--- src/rtl/vdcr_consts.svh ---
// Offsets, field positions, reset values and timing counts
// Assumes inclusion by bare name from the register bank sources
`ifndef VDCR_CONSTS_SVH
`define VDCR_CONSTS_SVH

// ----------------------------------------------------------------
// Register offsets
// ----------------------------------------------------------------
`define VDCR_OFS_CHROMA_DEF  8'h0d
`define VDCR_OFS_MAP_SEL     8'h0e
`define VDCR_OFS_PWR_RST     8'h0f
`define VDCR_OFS_LOCK_STAT   8'h10
`define VDCR_OFS_REV_ID      8'h11
`define VDCR_OFS_PROT_STAT   8'h12
`define VDCR_OFS_SYNC_STAT   8'h13
`define VDCR_OFS_CLAMP_PAT   8'h14
`define VDCR_OFS_DCLAMP      8'h15
`define VDCR_OFS_SHAPE       8'h17
`define VDCR_OFS_WIDE        8'h18
`define VDCR_OFS_COMB        8'h19
`define VDCR_OFS_PCLK_PIN    8'h1d
`define VDCR_OFS_DELAY       8'h27

// ----------------------------------------------------------------
// Reset values and writable bit masks
// ----------------------------------------------------------------
`define VDCR_RST_CHROMA_DEF  8'h7c
`define VDCR_RST_MAP_SEL     8'h00
`define VDCR_RST_PWR_RST     8'h00
`define VDCR_RST_CLAMP_PAT   8'h10
`define VDCR_RST_DCLAMP      8'h00
`define VDCR_RST_SHAPE       8'h01
`define VDCR_RST_WIDE        8'h93
`define VDCR_RST_COMB        8'hf1
`define VDCR_RST_PCLK_PIN    8'h40
`define VDCR_RST_DELAY       8'h58
`define VDCR_MSK_CHROMA_DEF  8'hff
`define VDCR_MSK_MAP_SEL     8'h60
`define VDCR_MSK_PWR_RST     8'h20
`define VDCR_MSK_CLAMP_PAT   8'h17
`define VDCR_MSK_DCLAMP      8'h70
`define VDCR_MSK_SHAPE       8'hff
`define VDCR_MSK_WIDE        8'h9f
`define VDCR_MSK_COMB        8'h0f
`define VDCR_MSK_PCLK_PIN    8'h80
`define VDCR_MSK_DELAY       8'h7b

// ----------------------------------------------------------------
// Field positions
// ----------------------------------------------------------------
`define VDCR_BIT_SOFT_RESET  7
`define VDCR_BIT_POWER_DOWN  5
`define VDCR_BIT_AUTO_ALIGN  6

// ----------------------------------------------------------------
// Timing
// ----------------------------------------------------------------
`define VDCR_CLK_PERIOD_NS   10
`define VDCR_SRST_TIME_US    2000
`define VDCR_SRST_CYCLES ((`VDCR_SRST_TIME_US * 1000) / `VDCR_CLK_PERIOD_NS)

`endif

--- src/rtl/vdcr_pkg.sv ---
// Types shared by the video decoder control register bank
// Assumes the consts header for offsets and reset values; state codes are set here
package vdcr_pkg;

  // ----------------------------------------------------------------
  // Decoder status fed in from the datapath
  // ----------------------------------------------------------------
  typedef struct packed {
    logic       in_lock;
    logic       subcarrier_lock;
    logic       peak_white_gain_active;
    logic [2:0] standard;
    logic       color_kill;
    logic       stripe_detected;
    logic       stripe_type;
    logic       pseudosync_detected;
    logic       agc_pulse_detected;
    logic       odd_line_length;
    logic       odd_subcarrier;
    logic       raw_horizontal_lock;
    logic       field_rate_fifty;
    logic       free_run_active;
    logic       field_length_ok;
    logic       interlaced;
    logic       swinging_burst_lock;
  } vdcr_status_s;

  // ----------------------------------------------------------------
  // Controls driven to the decoder
  // ----------------------------------------------------------------
  typedef struct packed {
    logic [3:0] default_cr;
    logic [3:0] default_cb;
    logic [1:0] submap_select;
    logic       power_down_bit;
    logic [2:0] free_run_pattern;
    logic       current_clamp_on;
    logic       digital_clamp_freeze;
    logic [1:0] digital_clamp_speed;
    logic [4:0] luma_shape_filter;
    logic [2:0] chroma_shape_filter;
    logic [4:0] wide_luma_filter;
    logic       wide_filter_manual;
    logic [1:0] pal_comb_bandwidth;
    logic [1:0] ntsc_comb_bandwidth;
    logic       llc_tristate;
    logic       auto_delay_align;
  } vdcr_ctrl_s;

  typedef enum logic [2:0] {
    VDCR_ST_IDLE = 3'h0,
    VDCR_ST_ADDR = 3'h1,
    VDCR_ST_ACK  = 3'h3,
    VDCR_ST_WR   = 3'h2,
    VDCR_ST_RD   = 3'h6,
    VDCR_ST_RACK = 3'h7
  } vdcr_state_e;

  typedef logic [9:0][7:0] vdcr_regs_t;

  typedef struct packed {
    logic [2:0]  scl_sync;
    logic [2:0]  sda_sync;
    vdcr_state_e st;
    logic        rw;
    logic        first;
    logic [7:0]  ptr;
    logic [7:0]  sh;
    logic [3:0]  cnt;
    logic        sda_oe;
    vdcr_regs_t  regs;
    logic        lost_lock;
    logic        lock_prev;
    logic        srst_busy;
    logic [17:0] srst_cnt;
    logic [1:0]  luma_delay;
    logic [2:0]  chroma_delay;
  } vdcr_q_s;

endpackage

--- src/rtl/vdcr_top.sv ---
// Control and status register bank of a video decoder on a 2-wire port
// Assumes open-drain bus resolved outside; status comes from clk_i logic
`timescale 1ns/1ps
`include "vdcr_consts.svh"

module vdcr_top #(
  parameter logic [6:0] DEV_ADDR    = 7'h20,
  parameter logic [7:0] REV_ID      = 8'h5a,
  parameter int         SRST_CYCLES = `VDCR_SRST_CYCLES
) (
  // Clock and reset
  input  wire logic                  clk_i,
  input  wire logic                  reset_i,
  // Two-wire control port
  input  wire logic                  scl_i,
  input  wire logic                  sda_i,
  output logic                       sda_o,
  output logic                       sda_oe_o,
  // Decoder side
  input  wire vdcr_pkg::vdcr_status_s status_i,
  input  wire logic [1:0]            input_format_i,
  output vdcr_pkg::vdcr_ctrl_s       ctrl_o,
  output logic [1:0]                 luma_delay_o,
  output logic [2:0]                 chroma_delay_o,
  output logic                       soft_reset_busy_o
);

  // ----------------------------------------------------------------
  // Register table
  // ----------------------------------------------------------------
  localparam logic [9:0][7:0] OFS = {
    `VDCR_OFS_DELAY, `VDCR_OFS_PCLK_PIN, `VDCR_OFS_COMB, `VDCR_OFS_WIDE,
    `VDCR_OFS_SHAPE, `VDCR_OFS_DCLAMP, `VDCR_OFS_CLAMP_PAT,
    `VDCR_OFS_PWR_RST, `VDCR_OFS_MAP_SEL, `VDCR_OFS_CHROMA_DEF};
  localparam logic [9:0][7:0] RST = {
    `VDCR_RST_DELAY, `VDCR_RST_PCLK_PIN, `VDCR_RST_COMB, `VDCR_RST_WIDE,
    `VDCR_RST_SHAPE, `VDCR_RST_DCLAMP, `VDCR_RST_CLAMP_PAT,
    `VDCR_RST_PWR_RST, `VDCR_RST_MAP_SEL, `VDCR_RST_CHROMA_DEF};
  localparam logic [9:0][7:0] MSK = {
    `VDCR_MSK_DELAY, `VDCR_MSK_PCLK_PIN, `VDCR_MSK_COMB, `VDCR_MSK_WIDE,
    `VDCR_MSK_SHAPE, `VDCR_MSK_DCLAMP, `VDCR_MSK_CLAMP_PAT,
    `VDCR_MSK_PWR_RST, `VDCR_MSK_MAP_SEL, `VDCR_MSK_CHROMA_DEF};
  localparam logic [17:0] SRST_LAST = 18'(SRST_CYCLES - 1);
  localparam int          S_CHR = 0;
  localparam int          S_MAP = 1;
  localparam int          S_PWR = 2;
  localparam int          S_CLP = 3;
  localparam int          S_DCL = 4;
  localparam int          S_SHP = 5;
  localparam int          S_WID = 6;
  localparam int          S_CMB = 7;
  localparam int          S_PIN = 8;
  localparam int          S_DLY = 9;

  vdcr_pkg::vdcr_q_s q;
  vdcr_pkg::vdcr_q_s d;
  logic              scl_rise;
  logic              scl_fall;
  logic              bus_start;
  logic              bus_stop;
  logic              sda_s;
  logic              main_map;
  logic              rd_load;
  logic              wr_en;
  logic [7:0]        rd_data;
  logic [7:0]        wr_addr;

  // ----------------------------------------------------------------
  // Pin conditioning
  // ----------------------------------------------------------------
  // Stage 0 only feeds stage 1; edges use stages 1 and 2
  assign sda_s     = q.sda_sync[1];
  assign scl_rise  = q.scl_sync[1] & ~q.scl_sync[2];
  assign scl_fall  = ~q.scl_sync[1] & q.scl_sync[2];
  assign bus_start = q.scl_sync[1] & ~q.sda_sync[1] & q.sda_sync[2];
  assign bus_stop  = q.scl_sync[1] & q.sda_sync[1] & ~q.sda_sync[2];
  // Other maps live elsewhere; only page select answers in all maps
  assign main_map  = (q.regs[S_MAP][6:5] == 2'h0);

  // ----------------------------------------------------------------
  // Read mux
  // ----------------------------------------------------------------
  function automatic logic [7:0] read_reg(input logic [7:0] a,
                                          input vdcr_pkg::vdcr_q_s s,
                                          input vdcr_pkg::vdcr_status_s st);
    logic [7:0] r;
    r = 8'h00;
    unique case (a)
      `VDCR_OFS_LOCK_STAT:
        r = {st.color_kill, st.standard, st.peak_white_gain_active,
             st.subcarrier_lock, s.lost_lock, st.in_lock};
      `VDCR_OFS_REV_ID:
        r = REV_ID;
      `VDCR_OFS_PROT_STAT:
        r = {2'h0, st.odd_subcarrier, st.odd_line_length,
             st.agc_pulse_detected, st.pseudosync_detected,
             st.stripe_type, st.stripe_detected};
      `VDCR_OFS_SYNC_STAT:
        r = {st.swinging_burst_lock, st.interlaced, st.field_length_ok,
             st.free_run_active, 1'b0, st.field_rate_fifty, 1'b0,
             st.raw_horizontal_lock};
      `VDCR_OFS_PWR_RST:
        r = {s.srst_busy, s.regs[S_PWR][6:0]};
      default:
      begin
        for (int i = 0; i < 10; i++)
        begin
          if (a == OFS[i])
          begin
            r = s.regs[i];
          end
        end
      end
    endcase
    return r;
  endfunction

  // ----------------------------------------------------------------
  // Next state
  // ----------------------------------------------------------------
  always_comb
  begin
    d        = q;
    rd_load  = 1'b0;
    wr_en    = 1'b0;
    wr_addr  = q.ptr;
    rd_data  = 8'h00;
    d.scl_sync = {q.scl_sync[1:0], scl_i};
    d.sda_sync = {q.sda_sync[1:0], sda_i};
    if (bus_start)
    begin
      d.st     = vdcr_pkg::VDCR_ST_ADDR;
      d.cnt    = 4'h0;
      d.sda_oe = 1'b0;
    end
    else if (bus_stop)
    begin
      d.st     = vdcr_pkg::VDCR_ST_IDLE;
      d.sda_oe = 1'b0;
    end
    else
    begin
      unique case (q.st)
        vdcr_pkg::VDCR_ST_IDLE:
        begin
          d.sda_oe = 1'b0;
        end
        vdcr_pkg::VDCR_ST_ADDR, vdcr_pkg::VDCR_ST_WR:
        begin
          if (scl_rise && q.cnt != 4'h8)
          begin
            d.sh  = {q.sh[6:0], sda_s};
            d.cnt = q.cnt + 4'h1;
          end
          else if (scl_fall && q.cnt == 4'h8)
          begin
            d.cnt = 4'h0;
            if (q.st == vdcr_pkg::VDCR_ST_ADDR)
            begin
              if (q.sh[7:1] == DEV_ADDR)
              begin
                d.rw     = q.sh[0];
                d.first  = ~q.sh[0];
                d.sda_oe = 1'b1;
                d.st     = vdcr_pkg::VDCR_ST_ACK;
              end
              else
              begin
                d.st = vdcr_pkg::VDCR_ST_IDLE;
              end
            end
            else
            begin
              if (q.first)
              begin
                d.ptr   = q.sh;
                d.first = 1'b0;
              end
              else
              begin
                wr_en = 1'b1;
                d.ptr = q.ptr + 8'h01;
              end
              d.sda_oe = 1'b1;
              d.st     = vdcr_pkg::VDCR_ST_ACK;
            end
          end
        end
        vdcr_pkg::VDCR_ST_ACK, vdcr_pkg::VDCR_ST_RACK:
        begin
          if (q.st == vdcr_pkg::VDCR_ST_RACK && scl_rise && sda_s)
          begin
            d.st = vdcr_pkg::VDCR_ST_IDLE;
          end
          else if (scl_fall)
          begin
            d.cnt = 4'h0;
            if (q.rw)
            begin
              rd_load  = 1'b1;
              rd_data  = (main_map || q.ptr == `VDCR_OFS_MAP_SEL) ?
                         read_reg(q.ptr, q, status_i) : 8'h00;
              d.sh     = rd_data;
              d.ptr    = q.ptr + 8'h01;
              d.sda_oe = ~rd_data[7];
              d.st     = vdcr_pkg::VDCR_ST_RD;
            end
            else
            begin
              d.sda_oe = 1'b0;
              d.st     = vdcr_pkg::VDCR_ST_WR;
            end
          end
        end
        vdcr_pkg::VDCR_ST_RD:
        begin
          if (scl_rise)
          begin
            d.cnt = q.cnt + 4'h1;
          end
          else if (scl_fall)
          begin
            if (q.cnt == 4'h8)
            begin
              d.sda_oe = 1'b0;
              d.st     = vdcr_pkg::VDCR_ST_RACK;
            end
            else
            begin
              d.sh     = {q.sh[6:0], 1'b0};
              d.sda_oe = ~q.sh[6];
            end
          end
        end
      endcase
    end

    // Register writes, blocked while the reset sequence runs
    if (wr_en && !q.srst_busy &&
        (main_map || wr_addr == `VDCR_OFS_MAP_SEL))
    begin
      for (int i = 0; i < 10; i++)
      begin
        if (wr_addr == OFS[i])
        begin
          d.regs[i] = (q.regs[i] & ~MSK[i]) | (q.sh & MSK[i]);
        end
      end
      if (wr_addr == `VDCR_OFS_PWR_RST && q.sh[`VDCR_BIT_SOFT_RESET])
      begin
        d.regs      = RST;
        d.srst_busy = 1'b1;
        d.srst_cnt  = 18'h0;
      end
    end
    if (q.srst_busy)
    begin
      d.srst_cnt = q.srst_cnt + 18'h1;
      if (q.srst_cnt == SRST_LAST)
      begin
        d.srst_busy = 1'b0;
      end
    end

    // Sticky lost lock: a new loss beats a clearing read
    d.lock_prev = status_i.in_lock;
    if (rd_load && main_map && q.ptr == `VDCR_OFS_LOCK_STAT)
    begin
      d.lost_lock = 1'b0;
    end
    if (q.lock_prev && !status_i.in_lock)
    begin
      d.lost_lock = 1'b1;
    end

    // Delay alignment, automatic values follow the input format
    if (q.regs[S_DLY][`VDCR_BIT_AUTO_ALIGN])
    begin
      unique case (input_format_i)
        2'h0:    {d.luma_delay, d.chroma_delay} = {2'h0, 3'h3};
        2'h1:    {d.luma_delay, d.chroma_delay} = {2'h1, 3'h5};
        default: {d.luma_delay, d.chroma_delay} = {2'h1, 3'h6};
      endcase
    end
    else
    begin
      d.luma_delay   = q.regs[S_DLY][1:0];
      d.chroma_delay = q.regs[S_DLY][5:3];
    end
  end

  // ----------------------------------------------------------------
  // State register
  // ----------------------------------------------------------------
  always_ff @(posedge clk_i)
  begin
    if (reset_i)
    begin
      q              <= '0;
      q.scl_sync     <= 3'h7;
      q.sda_sync     <= 3'h7;
      q.st           <= vdcr_pkg::VDCR_ST_IDLE;
      q.regs         <= RST;
      q.chroma_delay <= 3'h3;
    end
    else
    begin
      q <= d;
    end
  end

  // ----------------------------------------------------------------
  // Outputs
  // ----------------------------------------------------------------
  assign sda_o                       = 1'b0;
  assign sda_oe_o                    = q.sda_oe;
  assign soft_reset_busy_o           = q.srst_busy;
  assign luma_delay_o                = q.luma_delay;
  assign chroma_delay_o              = q.chroma_delay;
  assign ctrl_o.default_cr           = q.regs[S_CHR][7:4];
  assign ctrl_o.default_cb           = q.regs[S_CHR][3:0];
  assign ctrl_o.submap_select        = q.regs[S_MAP][6:5];
  assign ctrl_o.power_down_bit       =
    q.regs[S_PWR][`VDCR_BIT_POWER_DOWN];
  assign ctrl_o.free_run_pattern     = q.regs[S_CLP][2:0];
  assign ctrl_o.current_clamp_on     = q.regs[S_CLP][4];
  assign ctrl_o.digital_clamp_freeze = q.regs[S_DCL][4];
  assign ctrl_o.digital_clamp_speed  = q.regs[S_DCL][6:5];
  assign ctrl_o.luma_shape_filter    = q.regs[S_SHP][4:0];
  assign ctrl_o.chroma_shape_filter  = q.regs[S_SHP][7:5];
  assign ctrl_o.wide_luma_filter     = q.regs[S_WID][4:0];
  assign ctrl_o.wide_filter_manual   = q.regs[S_WID][7];
  assign ctrl_o.pal_comb_bandwidth   = q.regs[S_CMB][1:0];
  assign ctrl_o.ntsc_comb_bandwidth  = q.regs[S_CMB][3:2];
  assign ctrl_o.llc_tristate         = q.regs[S_PIN][7];
  assign ctrl_o.auto_delay_align     =
    q.regs[S_DLY][`VDCR_BIT_AUTO_ALIGN];
endmodule

--- config.mk ---
export PLATFORM = sky130hd
export DESIGN_NAME = vdcr_top
export DESIGN_NICKNAME = d
export VERILOG_FILES = /design/src/rtl/vdcr_pkg.sv /design/src/rtl/vdcr_top.sv
export VERILOG_INCLUDE_DIRS = /design/src /design/src/rtl
export SDC_FILE = /design/constraint.sdc
export NUM_CORES = 1
export LEC_CHECK = 0
export ABC_AREA = 1
export ABC_CLOCK_PERIOD_IN_PS = 1800
export BUFFER_PORTS_ARGS = -buffer_cell sky130_fd_sc_hd__buf_2
export CORE_MARGIN = 1.5
export CORE_UTILIZATION = 55
export CTS_BUF_LIST = sky130_fd_sc_hd__clkbuf_8
export CTS_CLUSTER_SIZE = 24
export DETAILED_ROUTE_END_ITERATION = 12
export PLACE_DENSITY = 0.79
export REMOVE_ABC_BUFFERS = 1
export SYNTH_ARGS = -nofsm -noshare
export SYNTH_HDL_FRONTEND = slang
export SYNTH_SLANG_ARGS = --single-unit
--- constraint.sdc ---
create_clock -name clk_i -period 1.8 [get_ports clk_i]
set_input_delay 0.27 -clock clk_i [delete_from_list [all_inputs] [get_ports clk_i]]
set_output_delay 0.27 -clock clk_i [all_outputs]
set_load 0.05 [all_outputs]
==> results by stage <==
Floorplan:
- The chip width is 108.2 um.
- The number of ports placed on the die boundary is 71.
- The height of the die is 108.2 um.
- The total die area is 11700 um2.
- The initial utilization of the core area, before any placement, comes to 56.36%.
- The placeable core area is 10790 um2.
- The row count is 38.

Critical path:
- The critical path is of the register to register type.
- The endpoint kind of the worst setup timing path is a register.
- The critical path data arrival time is 2.15 ns.
- Along the worst path, the maximum fanout reaches 7.
- Traced cell by cell, the critical path runs through inv_4 -> ha_4 -> nand3_4 -> inv_2 -> nand2_4 -> nand2_4 -> nand3_4 -> nor3_4 -> buf_4 -> nor2_2 -> nand2_1 -> nand3_2.
- The number of buffers and inverters on the critical path is 3.
- The family with the most delay on the worst path is simple AND/OR/NAND/NOR gates.
- For the worst setup path, the data required time is 2.07 ns.
- Among all stages on the critical path, the largest delay is contributed by dfxtp_4.
- STA classifies the critical path startpoint as a register.
- The delay contributed by the slowest stage of the critical path is 0.39 ns.

Power and ir drop:
- The analysis attributes to cell leakage a power of 3.545 nW.
- The design draws 0.005720 W.
- The power per cell area is 730.5 nW/um2.
- The maximum resistive drop on vdd is 596.4 uV.

Logic synthesis:
- The fraction of synthesized area in multiplexers is 0%.
- The largest family of logic cells by synthesized area is simple AND/OR/NAND/NOR gates.
- In this run, synthesis inferred 0 flip-flops with an integrated enable.
- Sorting the synthesized cells by area gives the leading types as dfxtp_1, nand2_1, a21oi_1.
- The share of synthesized area in the top cell type comes to 33.57%.
- The fraction of the mapped netlist area in adder cells is 1.440%.
- The total of flip-flops plus latches after synthesis is 102.
- The fraction of the mapped netlist area in compound gates is 16.13%.
- Sequential cells were found to cover 33.57% of the synthesized design area.
- Summed over all instances, the cell type with the most area after synthesis is dfxtp_1.
- The cell area that synthesis handed to floorplanning was 6083 um2.
- The fraction of the mapped netlist area in simple logic gates is 34.62%.
- The post-synthesis share of cell area spent on xor and xnor gates is 0.7199%.
- The number of different library cells in the post-synthesis netlist is 50.
- Counting flops with an async set or reset pin after synthesis yields a share of 0%.
- In this run the mean area of a mapped cell was 6.605 um2.
- The post-synthesis cell count is 921.
- For this run, the leading register cell type out of synthesis is dfxtp_1.
- The Yosys step of the flow raised 0 warnings.

Finish:
- The area growth from synthesis to layout is 28.73%.
- 0 antenna diodes ended up in the layout.
- For this run, the post-layout net count is 1094.
- The finished cells cover 7831 um2.
- For this run, the share of the core covered by cells in the final layout is 72.56%.
- Cells with a size suffix above 1 make up 35.33% of the layout.

Global routing:
- The wire length of the first global-routing pass is 30040 um.
- The initial antenna violation count is 0.
- The via count of the first global-routing pass is 6275.
- The global routing usage summed across all routing layers is 32.69%.
- Entering global routing, the biggest net connects 32 pins.
- The total congestion overflow is 0.

STA:
- The ratio of final minimum period to clock period is 104.6%.
- The post-route minimum period is 1.882 ns.
- The final worst setup slack is -0.08222 ns.
- The final-report max-slew violation count came to 0.
- The peak clock frequency supported by timing is 0.5313 GHz.
- Setup repair after global routing could not meet its margin everywhere.
- The number of failing setup endpoints in the final timing report is 40.
- The maximum clock skew at final layout is 0.008448 ns.
- The worst hold slack is 0.06071 ns.
- The number of failing hold endpoints at the final stage was 0.

CTS:
- After clock tree synthesis, the clock-pin slew on the worst setup and hold paths is 0.11 ns.
- The level count of the clock H-tree is 3.
- The TritonCTS buffer count is 9.
- The clock tree from TritonCTS is built.
- The clock insertion delay at the later pin of the skew report is 0.39 ns.
- The deepest clock path buffer count is 2.
- For this design, the sink count on the clock tree is 102.
- The cell at the root of the clock tree is clkbuf_8.

Placed design:
- Routability-driven placement finished with a final weighted congestion of 0.9940.
- Once detailed placement completed, the half-perimeter wirelength came to 13640 um.
- The pre-CTS setup slack is -0.1946 ns.
- In this run the cell area measured after placement is 6960 um2.
- The count of buffers added on input and output ports is 69.

Drt:
- Dividing the detail-routed wire length by the instance count gives 16.32 um.
- The number of detailed-routing iterations run before antenna repair is 8.
- The met3 layer wire length in the routed design is 1696 um.
- The top routing layer in use is met4.
- For this block, the routed nets add up to 19700 um of wire.
- In the routed layout, each cell is associated on average with a via count of 5.704.
- After detailed routing, the number of remaining DRC violations is 0.
- The violation count after the first detailed-routing iteration is 826.
- The routed length on met2 is 8995 um.
- The count of nets left with antenna violations once routing finished came out at 0.
- The via count is 6885.
- The detailed router put a total of 7965 um of wire on met1.

Outcome:
- The flow ran to the end, but the final reports show violations.
- The checks that failed: negative setup slack.

Flow run:
- The number of max-cap violations is 0.

Hold path:
- The class of the worst hold path is input port to register.
-- power breakdown --
group | switching (W) | internal, W | leakage (nW)
combinational | 0.00109 | 0.000639 | 2.61
sequential | 0.000168 | 0.00238 | 0.834
clock | 0.000914 | 0.000530 | 0.0969
total | 0.00217 | 0.00355 | 3.54
-- worst paths after layout --
check / startpoint / endpoint / slack, ns / depth (start not counted)
worst max-delay path: wr_addr[0] / ctrl_o[36] / -0.08 / 12
worst min-delay path: scl_i / d[136] / 0.06 / 2
worst max register to register: wr_addr[0] / ctrl_o[36] / -0.08 / 12
worst min register to register: d[133] / d[134] / 0.42 / 1
-- placed cells by master, fill, tap and decap left out, drive strengths merged, types with 2 or more instances in the layout --
cell,Yosys,layout
nor3,13,13
a21oi,91,91
nand3,71,71
nand2,229,229
clkinv,2,6
inv,99,102
o21ai,49,49
ha,7,7
nor2,118,120
a211oi,5,5
o31ai,2,2
clkbuf,8,9
o211ai,13,13
a31oi,4,4
dfxtp,102,102
o22ai,4,4
xor2,4,4
or2,12,12
nor3b,2,2
buf,57,193
nand4,17,17
-- routing by layer --
metal | vias to the layer above | GRT usage [%]
li1 | 3255 | -
met1 | 3135 | 41.15
met2 | 395 | 53.57
met3 | 100 | 6.028
met4 | 0 | 16.35
met5 | - | 0
-- sequential cells by signal, indices dropped and copies added (netlist names) --
| signal | cells |
|---|---|
| q | 45 |
| soft_reset_busy_o | 1 |
| sda_oe_o | 1 |
| ctrl_o | 38 |
| chroma_delay_o | 3 |
| d | 4 |
| wr_addr | 8 |
| luma_delay_o | 2 |
-- stage by stage --
step	instances	TNS [ns]
2_1_floorplan	856	-21.46
3_3_place_gp	1167	-1.768
3_5_place_dp	1167	-5.187
4_1_cts	1199	-0.1056
5_1_grt	1207	-5.294
6_report	1207	-1.513
-- logic make-up (layout without fill, tap and decap cells) --
group	count (synthesis)	in the layout
AO/OA/AOI/OAI	175	175
XOR/XNOR	5	5
adder cells (fa/ha/maj)	7	7
buffers and inverters	166	310
flip-flops	102	102
other	1	1
AND/OR/NAND/NOR	465	467
-- cell type report --
type                            instances  area [um2]
Fill cell                             817        2962
Clock inverter                          7       65.06
Tap cell                              140       175.2
Timing Repair Buffer                  193        1345
Sequential cell                       102        2071
Clock buffer                            9       123.9
Multi-Input combinational cell        655        3649
Inverter                              101       402.9
-- synthesized netlist by cell type, types with 4 or more instances --
master	number
nand2_1	220
dfxtp_1	102
nor2_1	99
a21oi_1	91
inv_1	89
nand3_1	68
buf_4	47
o21ai_0	43
nand4_1	17
nor2_2	12
o211ai_1	11
inv_2	10
nor3_1	10
clkbuf_1	8
or2_2	8
ha_1	7
nand2_2	7
nor2_4	7
a211oi_1	5
buf_2	5
a31oi_1	4
buf_1	4
o21ai_1	4
o22ai_1	4
or2_0	4
xor2_1	4
-- timing repair --
item,CTS,global route
hold buffers,0,0
endpoints found under the hold margin,0,0
resized for setup,68,95
setup buffers,14,8
cloned,2,1
pin swaps,20,36
setup endpoints to repair,69,78
Power figures use the tool's default switching activity.
